===== config.mk =====
export PLATFORM = sky130hd
export DESIGN_NAME = cpu_clock_switchover_control
export DESIGN_NICKNAME = d
export VERILOG_FILES = /design/src/pkg/clk_switch_pkg.sv /design/src/pkg/cnt_if.sv /design/src/rtl/edge_sync.sv /design/src/rtl/switch_counter.sv /design/src/rtl/cpu_clock_switchover_control.sv
export SDC_FILE = /design/constraint.sdc
export NUM_CORES = 1
export LEC_CHECK = 0
export ABC_AREA = 0
export CORE_MARGIN = 4
export CORE_UTILIZATION = 25
export CTS_BUF_LIST = sky130_fd_sc_hd__clkbuf_8 sky130_fd_sc_hd__clkbuf_16
export CTS_CLUSTER_SIZE = 25
export DETAILED_ROUTE_END_ITERATION = 10
export DONT_BUFFER_PORTS = 1
export GPL_ROUTABILITY_DRIVEN = 0
export MAX_ROUTING_LAYER = met4
export SYNTH_ARGS = -nofsm -noshare
export SYNTH_HDL_FRONTEND = slang
export SYNTH_SLANG_ARGS = --single-unit
export TNS_END_PERCENT = 1

===== constraint.sdc =====
create_clock -name mclk_i -period 1.7 [get_ports mclk_i]
set_input_delay 0.34 -clock mclk_i [delete_from_list [all_inputs] [get_ports mclk_i]]
set_output_delay 0.34 -clock mclk_i [all_outputs]
set_load 0.01 [all_outputs]

===== src/pkg/clk_switch_pkg.sv =====
// constants, register layout and timing for the cpu clock switchover control
package clk_switch_pkg;
    // register indices on the plain register port
    localparam logic [2:0] PROC_CLK_IDX = 3'h0;
    localparam logic [2:0] MAIN_MODE_IDX = 3'h1;
    localparam logic [2:0] INT_OSC_IDX = 3'h2;
    localparam logic [2:0] MAIN_OSC_IDX = 3'h3;
    localparam logic [2:0] OSC_IDX = 3'h4;
    // processor_clock_control fields
    localparam int DIV_LSB = 0;
    localparam int DIV_MSB = 2;
    localparam int CPU_SEL_BIT = 4;
    localparam int CPU_STAT_BIT = 5;
    // main_clock_mode fields
    localparam int MAIN_SEL_BIT = 0;
    localparam int MAIN_STAT_BIT = 1;
    localparam int HS_EN_BIT = 2;
    // internal_osc_mode_reg and main_osc_control_reg fields
    localparam int INT_HALT_BIT = 0;
    localparam int INT_FLAG_BIT = 7;
    localparam int MAIN_HALT_BIT = 7;
    // oscillator mode select fields
    localparam int HIGH_AMP_BIT = 0;
    localparam int SUB_START_BIT = 1;
    localparam int SUBPIN_BIT = 4;
    localparam int SUBEXT_BIT = 5;
    localparam int MAINPIN_BIT = 6;
    localparam int MAINEXT_BIT = 7;
    // reset values and divider limit
    localparam logic [2:0] DIV_RST = 3'h0;
    localparam logic MAIN_HALT_RST = 1'b1;
    localparam logic [7:0] OSC_RST = 8'h00;
    localparam logic [2:0] DIV_MAX = 3'h4;
    // timing
    localparam int CLK_MHZ = 20;
    localparam int HOLD_X1_MIN_NS = 4060;
    localparam int HOLD_X1_MAX_NS = 16120;
    localparam int HOLD_X1_CYC = (HOLD_X1_MIN_NS * CLK_MHZ + 999) / 1000;
    localparam int HOLD_EXT_EDGES = 160;
    localparam int SUB_SWITCH_EDGES = 2;
    localparam int MAIN_SWITCH_EDGES = 2;
    localparam int SUB_TO_MAIN_CLKS = 2;
    localparam int DIV_BASE_CLKS = 16;
    localparam int CNT_W = 9;
    // switchover sequencing
    typedef enum logic {SW_IDLE = 1'b0, SW_WAIT = 1'b1} sw_state_e;
endpackage : clk_switch_pkg


===== src/pkg/cnt_if.sv =====
// load, step and done signals between a switchover owner and its counter
`timescale 1ns/10ps
interface cnt_if #(parameter int W = 9);
    logic load;
    logic [W-1:0] load_val;
    logic step;
    logic busy;
    logic done;
    modport owner (output load, output load_val, output step, input busy, input done);
    modport counter (input load, input load_val, input step, output busy, output done);
endinterface : cnt_if


===== src/rtl/edge_sync.sv =====
// two-flop synchroniser with rising edge detector for a pin
`timescale 1ns/10ps
module edge_sync (
    input wire logic clk_i,
    input wire logic rstn_i,
    input wire logic ce_i,
    input wire logic pin_i,
    output logic rise_o
);
    logic meta_r;
    logic sync_r;
    logic last_r;

    // first stage feeds only the second stage
    always_ff @(posedge clk_i or negedge rstn_i) begin
        if (!rstn_i) begin
            meta_r <= 1'b0;
            sync_r <= 1'b0;
            last_r <= 1'b0;
        end else if (ce_i) begin
            meta_r <= pin_i;
            sync_r <= meta_r;
            last_r <= sync_r;
        end
    end

    assign rise_o = ce_i & sync_r & ~last_r;
endmodule : edge_sync


===== src/rtl/switch_counter.sv =====
// down counter that pulses done after the loaded number of steps
`timescale 1ns/10ps
module switch_counter #(
    parameter int W = 9
) (
    input wire logic clk_i,
    input wire logic rstn_i,
    input wire logic ce_i,
    cnt_if.counter cnt
);
    logic [W-1:0] left_r;
    logic busy_r;
    logic [W-1:0] seen_r;
    logic [W-1:0] want_r;

    // count down on each step while busy
    always_ff @(posedge clk_i or negedge rstn_i) begin
        if (!rstn_i) begin
            left_r <= '0;
            busy_r <= 1'b0;
        end else if (ce_i) begin
            if (cnt.load) begin
                left_r <= cnt.load_val;
                busy_r <= 1'b1;
            end else if (busy_r && cnt.step) begin
                left_r <= left_r - 1'b1;
                if (left_r == 1) begin
                    busy_r <= 1'b0;
                end
            end
        end
    end

    assign cnt.busy = busy_r;
    assign cnt.done = ce_i & busy_r & cnt.step & (left_r == 1) & ~cnt.load;

    // helper: steps taken since the last load
    always_ff @(posedge clk_i or negedge rstn_i) begin
        if (!rstn_i) begin
            seen_r <= '0;
            want_r <= '0;
        end else if (ce_i) begin
            if (cnt.load) begin
                seen_r <= '0;
                want_r <= cnt.load_val;
            end else if (busy_r && cnt.step) begin
                seen_r <= seen_r + 1'b1;
            end
        end
    end
endmodule : switch_counter


===== src/rtl/cpu_clock_switchover_control.sv =====
// cpu clock source, divider and main source switchover control with oscillator stops
`timescale 1ns/10ps
module cpu_clock_switchover_control
    import clk_switch_pkg::*;
(
    input wire logic mclk_i,
    input wire logic rstn_i,
    input wire logic ce_i,
    input wire logic [2:0] addr_i,
    input wire logic [7:0] wdata_i,
    input wire logic wr_i,
    input wire logic rd_i,
    output logic [7:0] rdata_o,
    input wire logic cpu_tick_i,
    input wire logic int_osc_clk_i,
    input wire logic hs_clk_i,
    input wire logic sub_clk_i,
    output logic cpu_source_status_o,
    output logic [2:0] cpu_div_o,
    output logic main_source_status_o,
    output logic cpu_clk_hold_o,
    output logic int_osc_run_o,
    output logic main_osc_run_o,
    output logic sub_osc_run_o,
    output logic main_pin_mode_o,
    output logic main_external_input_mode_o,
    output logic sub_pin_mode_o,
    output logic sub_external_input_mode_o,
    output logic sub_osc_start_option_o,
    output logic main_osc_high_amplitude_o
);

    ////////////////////////////////////////////////////////////////////////////
    // declarations
    logic [2:0] main_clock_divide_select_r;
    logic cpu_source_select_r;
    logic cpu_source_status_r;
    logic [2:0] cpu_div_r;
    logic main_source_select_r;
    logic main_source_status_r;
    logic high_speed_source_enable_r;
    logic hs_en_lock_r;
    logic internal_osc_halt_r;
    logic internal_osc_state_flag_r;
    logic main_osc_halt_r;
    logic [7:0] osc_mode_r;
    logic [7:0] rdata_r;
    logic int_osc_run_r;
    logic main_osc_run_r;
    sw_state_e cpu_state_r;
    logic cpu_sub_step_r;
    logic cpu_tgt_css_r;
    logic [2:0] cpu_tgt_div_r;
    logic main_tgt_r;
    logic main_hs_step_r;
    logic hold_ext_r;
    logic int_rise;
    logic hs_rise;
    logic sub_rise;
    logic cpu_start;
    logic main_start;
    logic hold_start;
    logic [CNT_W-1:0] cpu_load_val;
    logic [7:0] rd_mux;
    logic wr_proc;
    logic wr_mode;
    logic wr_osc;

    cnt_if #(.W(CNT_W)) cpu_cnt ();
    cnt_if #(.W(CNT_W)) main_cnt ();
    cnt_if #(.W(CNT_W)) hold_cnt ();

    assign wr_proc = ce_i & wr_i & (addr_i == PROC_CLK_IDX);
    assign wr_mode = ce_i & wr_i & (addr_i == MAIN_MODE_IDX);
    assign wr_osc = ce_i & wr_i & (addr_i == OSC_IDX);

    ////////////////////////////////////////////////////////////////////////////
    // pin synchronisers for the oscillator clocks
    edge_sync u_int_sync (.clk_i(mclk_i), .rstn_i(rstn_i), .ce_i(ce_i),
        .pin_i(int_osc_clk_i), .rise_o(int_rise));
    edge_sync u_hs_sync (.clk_i(mclk_i), .rstn_i(rstn_i), .ce_i(ce_i),
        .pin_i(hs_clk_i), .rise_o(hs_rise));
    edge_sync u_sub_sync (.clk_i(mclk_i), .rstn_i(rstn_i), .ce_i(ce_i),
        .pin_i(sub_clk_i), .rise_o(sub_rise));

    ////////////////////////////////////////////////////////////////////////////
    // software writable bits
    always_ff @(posedge mclk_i or negedge rstn_i) begin
        if (!rstn_i) begin
            main_clock_divide_select_r <= DIV_RST;
            cpu_source_select_r <= 1'b0;
        end else if (wr_proc) begin
            cpu_source_select_r <= wdata_i[CPU_SEL_BIT];
            if (wdata_i[DIV_MSB:DIV_LSB] <= DIV_MAX) begin
                main_clock_divide_select_r <= wdata_i[DIV_MSB:DIV_LSB];
            end
        end
    end

    // main source select and the one-shot high speed enable
    always_ff @(posedge mclk_i or negedge rstn_i) begin
        if (!rstn_i) begin
            main_source_select_r <= 1'b0;
            high_speed_source_enable_r <= 1'b0;
            hs_en_lock_r <= 1'b0;
        end else if (wr_mode) begin
            main_source_select_r <= wdata_i[MAIN_SEL_BIT];
            if (!hs_en_lock_r && (wdata_i[HS_EN_BIT] != high_speed_source_enable_r)) begin
                high_speed_source_enable_r <= wdata_i[HS_EN_BIT];
                hs_en_lock_r <= 1'b1;
            end
        end
    end

    // oscillator halt bits and oscillator mode select
    always_ff @(posedge mclk_i or negedge rstn_i) begin
        if (!rstn_i) begin
            internal_osc_halt_r <= 1'b0;
            main_osc_halt_r <= MAIN_HALT_RST;
            osc_mode_r <= OSC_RST;
        end else if (ce_i && wr_i) begin
            if (addr_i == INT_OSC_IDX) begin
                internal_osc_halt_r <= wdata_i[INT_HALT_BIT];
            end
            if (addr_i == MAIN_OSC_IDX) begin
                main_osc_halt_r <= wdata_i[MAIN_HALT_BIT];
            end
            if (addr_i == OSC_IDX) begin
                osc_mode_r <= wdata_i & 8'hF3;
            end
        end
    end

    ////////////////////////////////////////////////////////////////////////////
    // oscillator run controls, halts only honoured off the running clock
    always_ff @(posedge mclk_i or negedge rstn_i) begin
        if (!rstn_i) begin
            int_osc_run_r <= 1'b1;
            main_osc_run_r <= 1'b0;
            internal_osc_state_flag_r <= 1'b0;
        end else if (ce_i) begin
            int_osc_run_r <= ~(internal_osc_halt_r &
                (main_source_status_r | cpu_source_status_r));
            main_osc_run_r <= osc_mode_r[MAINPIN_BIT] & ~(main_osc_halt_r &
                (~main_source_status_r | cpu_source_status_r));
            if (!int_osc_run_r) begin
                internal_osc_state_flag_r <= 1'b0;
            end else if (int_rise) begin
                internal_osc_state_flag_r <= 1'b1;
            end
        end
    end

    ////////////////////////////////////////////////////////////////////////////
    // cpu source and divider switchover
    always_comb begin
        cpu_load_val = CNT_W'(SUB_TO_MAIN_CLKS);
        if (!cpu_source_status_r && cpu_source_select_r) begin
            cpu_load_val = CNT_W'(SUB_SWITCH_EDGES);
        end else if (!cpu_source_status_r) begin
            cpu_load_val = CNT_W'(DIV_BASE_CLKS >> cpu_div_r);
        end
    end

    assign cpu_start = ce_i & (cpu_state_r == SW_IDLE) &
        ({cpu_source_select_r, main_clock_divide_select_r} !=
         {cpu_source_status_r, cpu_div_r});
    assign cpu_cnt.load = cpu_start;
    assign cpu_cnt.load_val = cpu_load_val;
    assign cpu_cnt.step = cpu_sub_step_r ? sub_rise : (ce_i & cpu_tick_i);

    // old clock keeps running until the counter finishes
    always_ff @(posedge mclk_i or negedge rstn_i) begin
        if (!rstn_i) begin
            cpu_state_r <= SW_IDLE;
            cpu_sub_step_r <= 1'b0;
            cpu_tgt_css_r <= 1'b0;
            cpu_tgt_div_r <= DIV_RST;
            cpu_source_status_r <= 1'b0;
            cpu_div_r <= DIV_RST;
        end else if (ce_i) begin
            case (cpu_state_r)
                SW_IDLE: begin
                    if (cpu_start) begin
                        cpu_state_r <= SW_WAIT;
                        cpu_sub_step_r <= ~cpu_source_status_r & cpu_source_select_r;
                        cpu_tgt_css_r <= cpu_source_select_r;
                        cpu_tgt_div_r <= main_clock_divide_select_r;
                    end
                end
                SW_WAIT: begin
                    if (cpu_cnt.done) begin
                        cpu_state_r <= SW_IDLE;
                        cpu_source_status_r <= cpu_tgt_css_r;
                        cpu_div_r <= cpu_tgt_div_r;
                    end
                end
                default: begin
                    cpu_state_r <= SW_IDLE;
                end
            endcase
        end
    end

    switch_counter #(.W(CNT_W)) u_cpu_cnt (.clk_i(mclk_i), .rstn_i(rstn_i),
        .ce_i(ce_i), .cnt(cpu_cnt));

    ////////////////////////////////////////////////////////////////////////////
    // main system clock source switchover on edges of the new source
    assign main_start = ce_i & ~main_cnt.busy &
        (main_source_select_r != main_source_status_r) &
        (~main_source_select_r | high_speed_source_enable_r);
    assign main_cnt.load = main_start;
    assign main_cnt.load_val = CNT_W'(MAIN_SWITCH_EDGES);
    assign main_cnt.step = main_hs_step_r ? hs_rise : int_rise;

    always_ff @(posedge mclk_i or negedge rstn_i) begin
        if (!rstn_i) begin
            main_tgt_r <= 1'b0;
            main_hs_step_r <= 1'b0;
            main_source_status_r <= 1'b0;
        end else if (ce_i) begin
            if (main_start) begin
                main_tgt_r <= main_source_select_r;
                main_hs_step_r <= main_source_select_r;
            end else if (main_cnt.done) begin
                main_source_status_r <= main_tgt_r;
            end
        end
    end

    switch_counter #(.W(CNT_W)) u_main_cnt (.clk_i(mclk_i), .rstn_i(rstn_i),
        .ce_i(ce_i), .cnt(main_cnt));

    ////////////////////////////////////////////////////////////////////////////
    // cpu clock withheld after high amplitude is raised
    assign hold_start = wr_osc & wdata_i[HIGH_AMP_BIT] & ~osc_mode_r[HIGH_AMP_BIT];
    assign hold_cnt.load = hold_start;
    assign hold_cnt.load_val = wdata_i[MAINEXT_BIT] ? CNT_W'(HOLD_EXT_EDGES)
                                                    : CNT_W'(HOLD_X1_CYC);
    assign hold_cnt.step = hold_ext_r ? hs_rise : ce_i;

    always_ff @(posedge mclk_i or negedge rstn_i) begin
        if (!rstn_i) begin
            hold_ext_r <= 1'b0;
        end else if (hold_start) begin
            hold_ext_r <= wdata_i[MAINEXT_BIT];
        end
    end

    switch_counter #(.W(CNT_W)) u_hold_cnt (.clk_i(mclk_i), .rstn_i(rstn_i),
        .ce_i(ce_i), .cnt(hold_cnt));

    ////////////////////////////////////////////////////////////////////////////
    // register read, data one cycle after the strobe
    always_comb begin
        rd_mux = 8'h00;
        case (addr_i)
            PROC_CLK_IDX: begin
                rd_mux[DIV_MSB:DIV_LSB] = main_clock_divide_select_r;
                rd_mux[CPU_SEL_BIT] = cpu_source_select_r;
                rd_mux[CPU_STAT_BIT] = cpu_source_status_r;
            end
            MAIN_MODE_IDX: begin
                rd_mux[MAIN_SEL_BIT] = main_source_select_r;
                rd_mux[MAIN_STAT_BIT] = main_source_status_r;
                rd_mux[HS_EN_BIT] = high_speed_source_enable_r;
            end
            INT_OSC_IDX: begin
                rd_mux[INT_HALT_BIT] = internal_osc_halt_r;
                rd_mux[INT_FLAG_BIT] = internal_osc_state_flag_r;
            end
            MAIN_OSC_IDX: rd_mux[MAIN_HALT_BIT] = main_osc_halt_r;
            OSC_IDX: rd_mux = osc_mode_r;
            default: rd_mux = 8'h00;
        endcase
    end

    always_ff @(posedge mclk_i or negedge rstn_i) begin
        if (!rstn_i) begin
            rdata_r <= 8'h00;
        end else if (ce_i) begin
            rdata_r <= rd_i ? rd_mux : 8'h00;
        end
    end

    ////////////////////////////////////////////////////////////////////////////
    // outputs
    assign rdata_o = rdata_r;
    assign cpu_source_status_o = cpu_source_status_r;
    assign cpu_div_o = cpu_div_r;
    assign main_source_status_o = main_source_status_r;
    assign cpu_clk_hold_o = hold_cnt.busy;
    assign int_osc_run_o = int_osc_run_r;
    assign main_osc_run_o = main_osc_run_r;
    assign sub_osc_run_o = osc_mode_r[SUBPIN_BIT];
    assign main_pin_mode_o = osc_mode_r[MAINPIN_BIT];
    assign main_external_input_mode_o = osc_mode_r[MAINEXT_BIT];
    assign sub_pin_mode_o = osc_mode_r[SUBPIN_BIT];
    assign sub_external_input_mode_o = osc_mode_r[SUBEXT_BIT];
    assign sub_osc_start_option_o = osc_mode_r[SUB_START_BIT];
    assign main_osc_high_amplitude_o = osc_mode_r[HIGH_AMP_BIT];
endmodule : cpu_clock_switchover_control


==> metrics.yaml <==
combinational_family_with_the_most_area_after_synthesis: "simple AND/OR/NAND/NOR gates"
post_route_cells_drive_above_1_share_pct: 25.5
failing_checks: "negative hold slack, negative setup slack"
core-area_mm2: 0.0153
clock.fmax_mhz: 552
cts-htree-levels: 3
crit_chain: "or4_4 -> nor3b_2 -> nand4_1 -> buf_6 -> mux2_4"
multi_input_area_mm2: 0.00187
total_power_uw: 7050
dpl.cell_count: 602
reg2reg_from: "u_cpu_cnt.left_r[6]"
flip_flop_cell_with_the_highest_count_after_synthesis: "dfrtp_1"
most_common_library_cells_after_synthesis: "dfrtp_1, nor2_1, mux2_2"
vias: 2939
grt_max_degree: 78
remaining_drc_errors: 0
place_ws_ns: -0.134
areaGrowthSynthToFinish_pct: 21.8
critical_path_cell_count: 5
wl_per_cell_um: 15.2
fin_cells: 619
port_buffers: 0
synthDominantAreaCellType: "dfrtp_1"
hold_slack_ns: -0.306
cts.path.max_buffers: 2
fillerInstances: 1546
initial_core_util_pct: 25.6
crit_path_max_incr_delay_ns: 0.57
largest_cells_by_area_after_synthesis: "dfrtp_1, mux2_2, xnor2_1"
syn_area_mm2: 0.00390
path_buf_inv: 1
async_flop_share_pct: 100
detail_route.vias_per_cell: 4.75
yosysSeqAreaShare_pct: 49.4
synth.yosys.warnings: 0
dieHeight_um: 133
globalRouteOverflowTotal: 0
post-synth-top-count-cell: "dfrtp_1"
worst_setup_path_endpoint: "cpu_div_o[1]"
cts_root_buf: "clkbuf_16"
critical_path.reg2reg.endpoint: "cpu_div_o[1]"
first_iter_violations: 148
p_per_area_mw_per_mm2: 1480
critical_path.startpoint: "u_cpu_cnt.left_r[6]"
synth.lib_cells_used.distinct: 62
register_area_mm2: 0.00193
post-route-util_pct: 31.2
grt_antenna_before_repair: 0
synth_xor_xnor_area_share_pct: 4.04
clkSinkCount: 77
synth_fp_nets: 392
grt_first_pass_wirelength_um: 15800
critPathCaptureType: "flop"
synthesis.area_per_instance_um2: 10.7
synthMuxAreaShare_pct: 9.68
drt.antenna.violating_nets: 0
rsz_0062_raised_after_global_routing: "yes"
synth-compound-area-share_pct: 12.6
finClkSkew_ns: 0.00802
detailedPlacementHpwl_um: 6880
grt_usage_pct: 11.3
die-width_um: 133
outcome: "finished, violations left"
synth_simple_gate_area_share_pct: 18.4
timing_worst_setup_path_type: "flop to flop"
drv_slew: 0
finalWorstSetupSlack_ns: -0.112
arrival_ns: 2.03
n_antenna_cell: 0
synth-seq-cells: 77
min_period_over_period_pct: 107
total_length_of_routed_wires_um: 9390
detail_route.first_pass.iterations: 4
kind_of_path_behind_the_tightest_hold_check: "input port to asynchronous set/reset pin"
rows: 45
drv_cap: 0
number_of_flops_mapped_to_enable_cells_by_yosys: 0
layout_min_cycle_time_ns: 1.81
area_share_of_the_largest_cell_type_after_synthesis_pct: 48.1
first_global_vias: 3073
finalSetupViolCount: 5
fin_tns_setup_ns: -0.438
leakagePower_uw: 0.00206
clk_pin_slew_ns: 0.06
design.die.area_mm2: 0.0177
io_pins: 43
post_synth_inst_count: 365
type_of_element_launching_the_critical_path: "flop"
cp_slowest_cell: "or4_4"
power.ir.vdd_worst_mv: 0.646
critical_path_rt_ns: 1.92
skew_pair_late_insertion_delay_ns: 0.34
r2r.worst_path.cells: 5
cts_tree: "built"
reg2reg_slack_ns: -0.11
fin_nets: 430
num_cts_buffers: 9
critical-path-top-delay-family: "simple AND/OR/NAND/NOR gates"
timing.critical_path.fanout_max: 4
hold_violations: 77
yosys.area_share.adder_pct: 2.24
cell type report:
type	instances	share of cell area [%]
flip-flops and latches	77	40.6
multi-input cells	258	39.4
repair buffers	41	6.55
well taps	211	5.55
clock buffers	9	4.74
clock inverters	7	1.92
inverters	16	1.26
through the flow:
stage	hold slack, ns	area, um^2
finish	-0.306	4760
global route	-0.321	4760
CTS	-0.316	4740
detailed placement	0.0477	4400
global placement	0.0482	4400
floorplan	0.0444	3910
worst reg2reg max path, stage by stage, from the launching register on:
cell,delay (ns)
dfrtp_1,0.38
or4_4,0.57
nor3b_2,0.19
nand4_1,0.11
buf_6,0.15
mux2_4,0.29
flip-flops by register name, indices dropped and copies added (netlist names), 3 cells and up:
register and cells:
cpu_div_o 3, u_main_cnt.left_r 9, cpu_tgt_div_r 3, main_clock_divide_select_r 3
osc_mode_r 6, rdata_o 7, u_cpu_cnt.left_r 9, u_hold_cnt.left_r 9
routing by layer:
| metal | vias to the layer above | share of wire, % | GRT usage (%) |
|---|---|---|---|
| met2 | 62 | 46 | 16.9 |
| met1 | 1463 | 46 | 14.0 |
| met4 | 0 | 2.2 | 5.02 |
| li1 | 1395 | - | - |
| met3 | 19 | 5.8 | 3.38 |
| met5 | - | 0 | - |
placed cells by master, fill, tap and decap left out, drive strengths merged, types with 3 or more instances in the layout:
master	n
a211oi	11
o21ai	10
clkinvlp	3
nand3	8
nor4	4
buf	41
mux2	30
nor3	6
nand2	23
xnor2	15
xor2	3
and3	3
a21oi	15
a21o	8
clkbuf	9
nor2b	4
nor2	32
inv	16
or4	5
and2	4
ha	7
dfrtp	75
and4	4
or3	6
nand4b	3
nand4	6
nand2b	3
nor3b	4
nand3b	4
mux2i	4
timing repair:
item                                    CTS  global route
setup buffers                             1             0
endpoints found under the setup margin    7            16
hold endpoints to repair                 77            77
gates resized for setup                   4             5
power breakdown:
part | internal [uW] | switching, uW
logic | 1140 | 1000
registers | 2380 | 485
clock network | 1280 | 766
kinds of logic (layout without fill, tap and decap cells):
| logic type | count (synthesis) | after routing |
|---|---|---|
| buf+inv | 30 | 73 |
| fa+ha+maj | 7 | 7 |
| mux | 34 | 34 |
| flops | 77 | 77 |
| compound gates | 70 | 70 |
| simple gates | 128 | 128 |
| other cells | 1 | 1 |
| xor+xnor | 18 | 18 |
worst min path at each step:
stage | startpoint | to | slack (ns) | depth (start not counted)
after floorplan | rstn_i | cpu_div_o[0] | 0.04 | 0
after global placement | rstn_i | u_cpu_cnt.left_r[3] | 0.05 | 0
after detailed placement | rstn_i | u_cpu_cnt.left_r[3] | 0.05 | 0
after CTS | rstn_i | u_cpu_cnt.left_r[3] | -0.32 | 0
after global routing | rstn_i | u_cpu_cnt.left_r[3] | -0.32 | 0
final | rstn_i | u_cpu_cnt.left_r[3] | -0.31 | 0
Power figures use the tool's default switching activity.
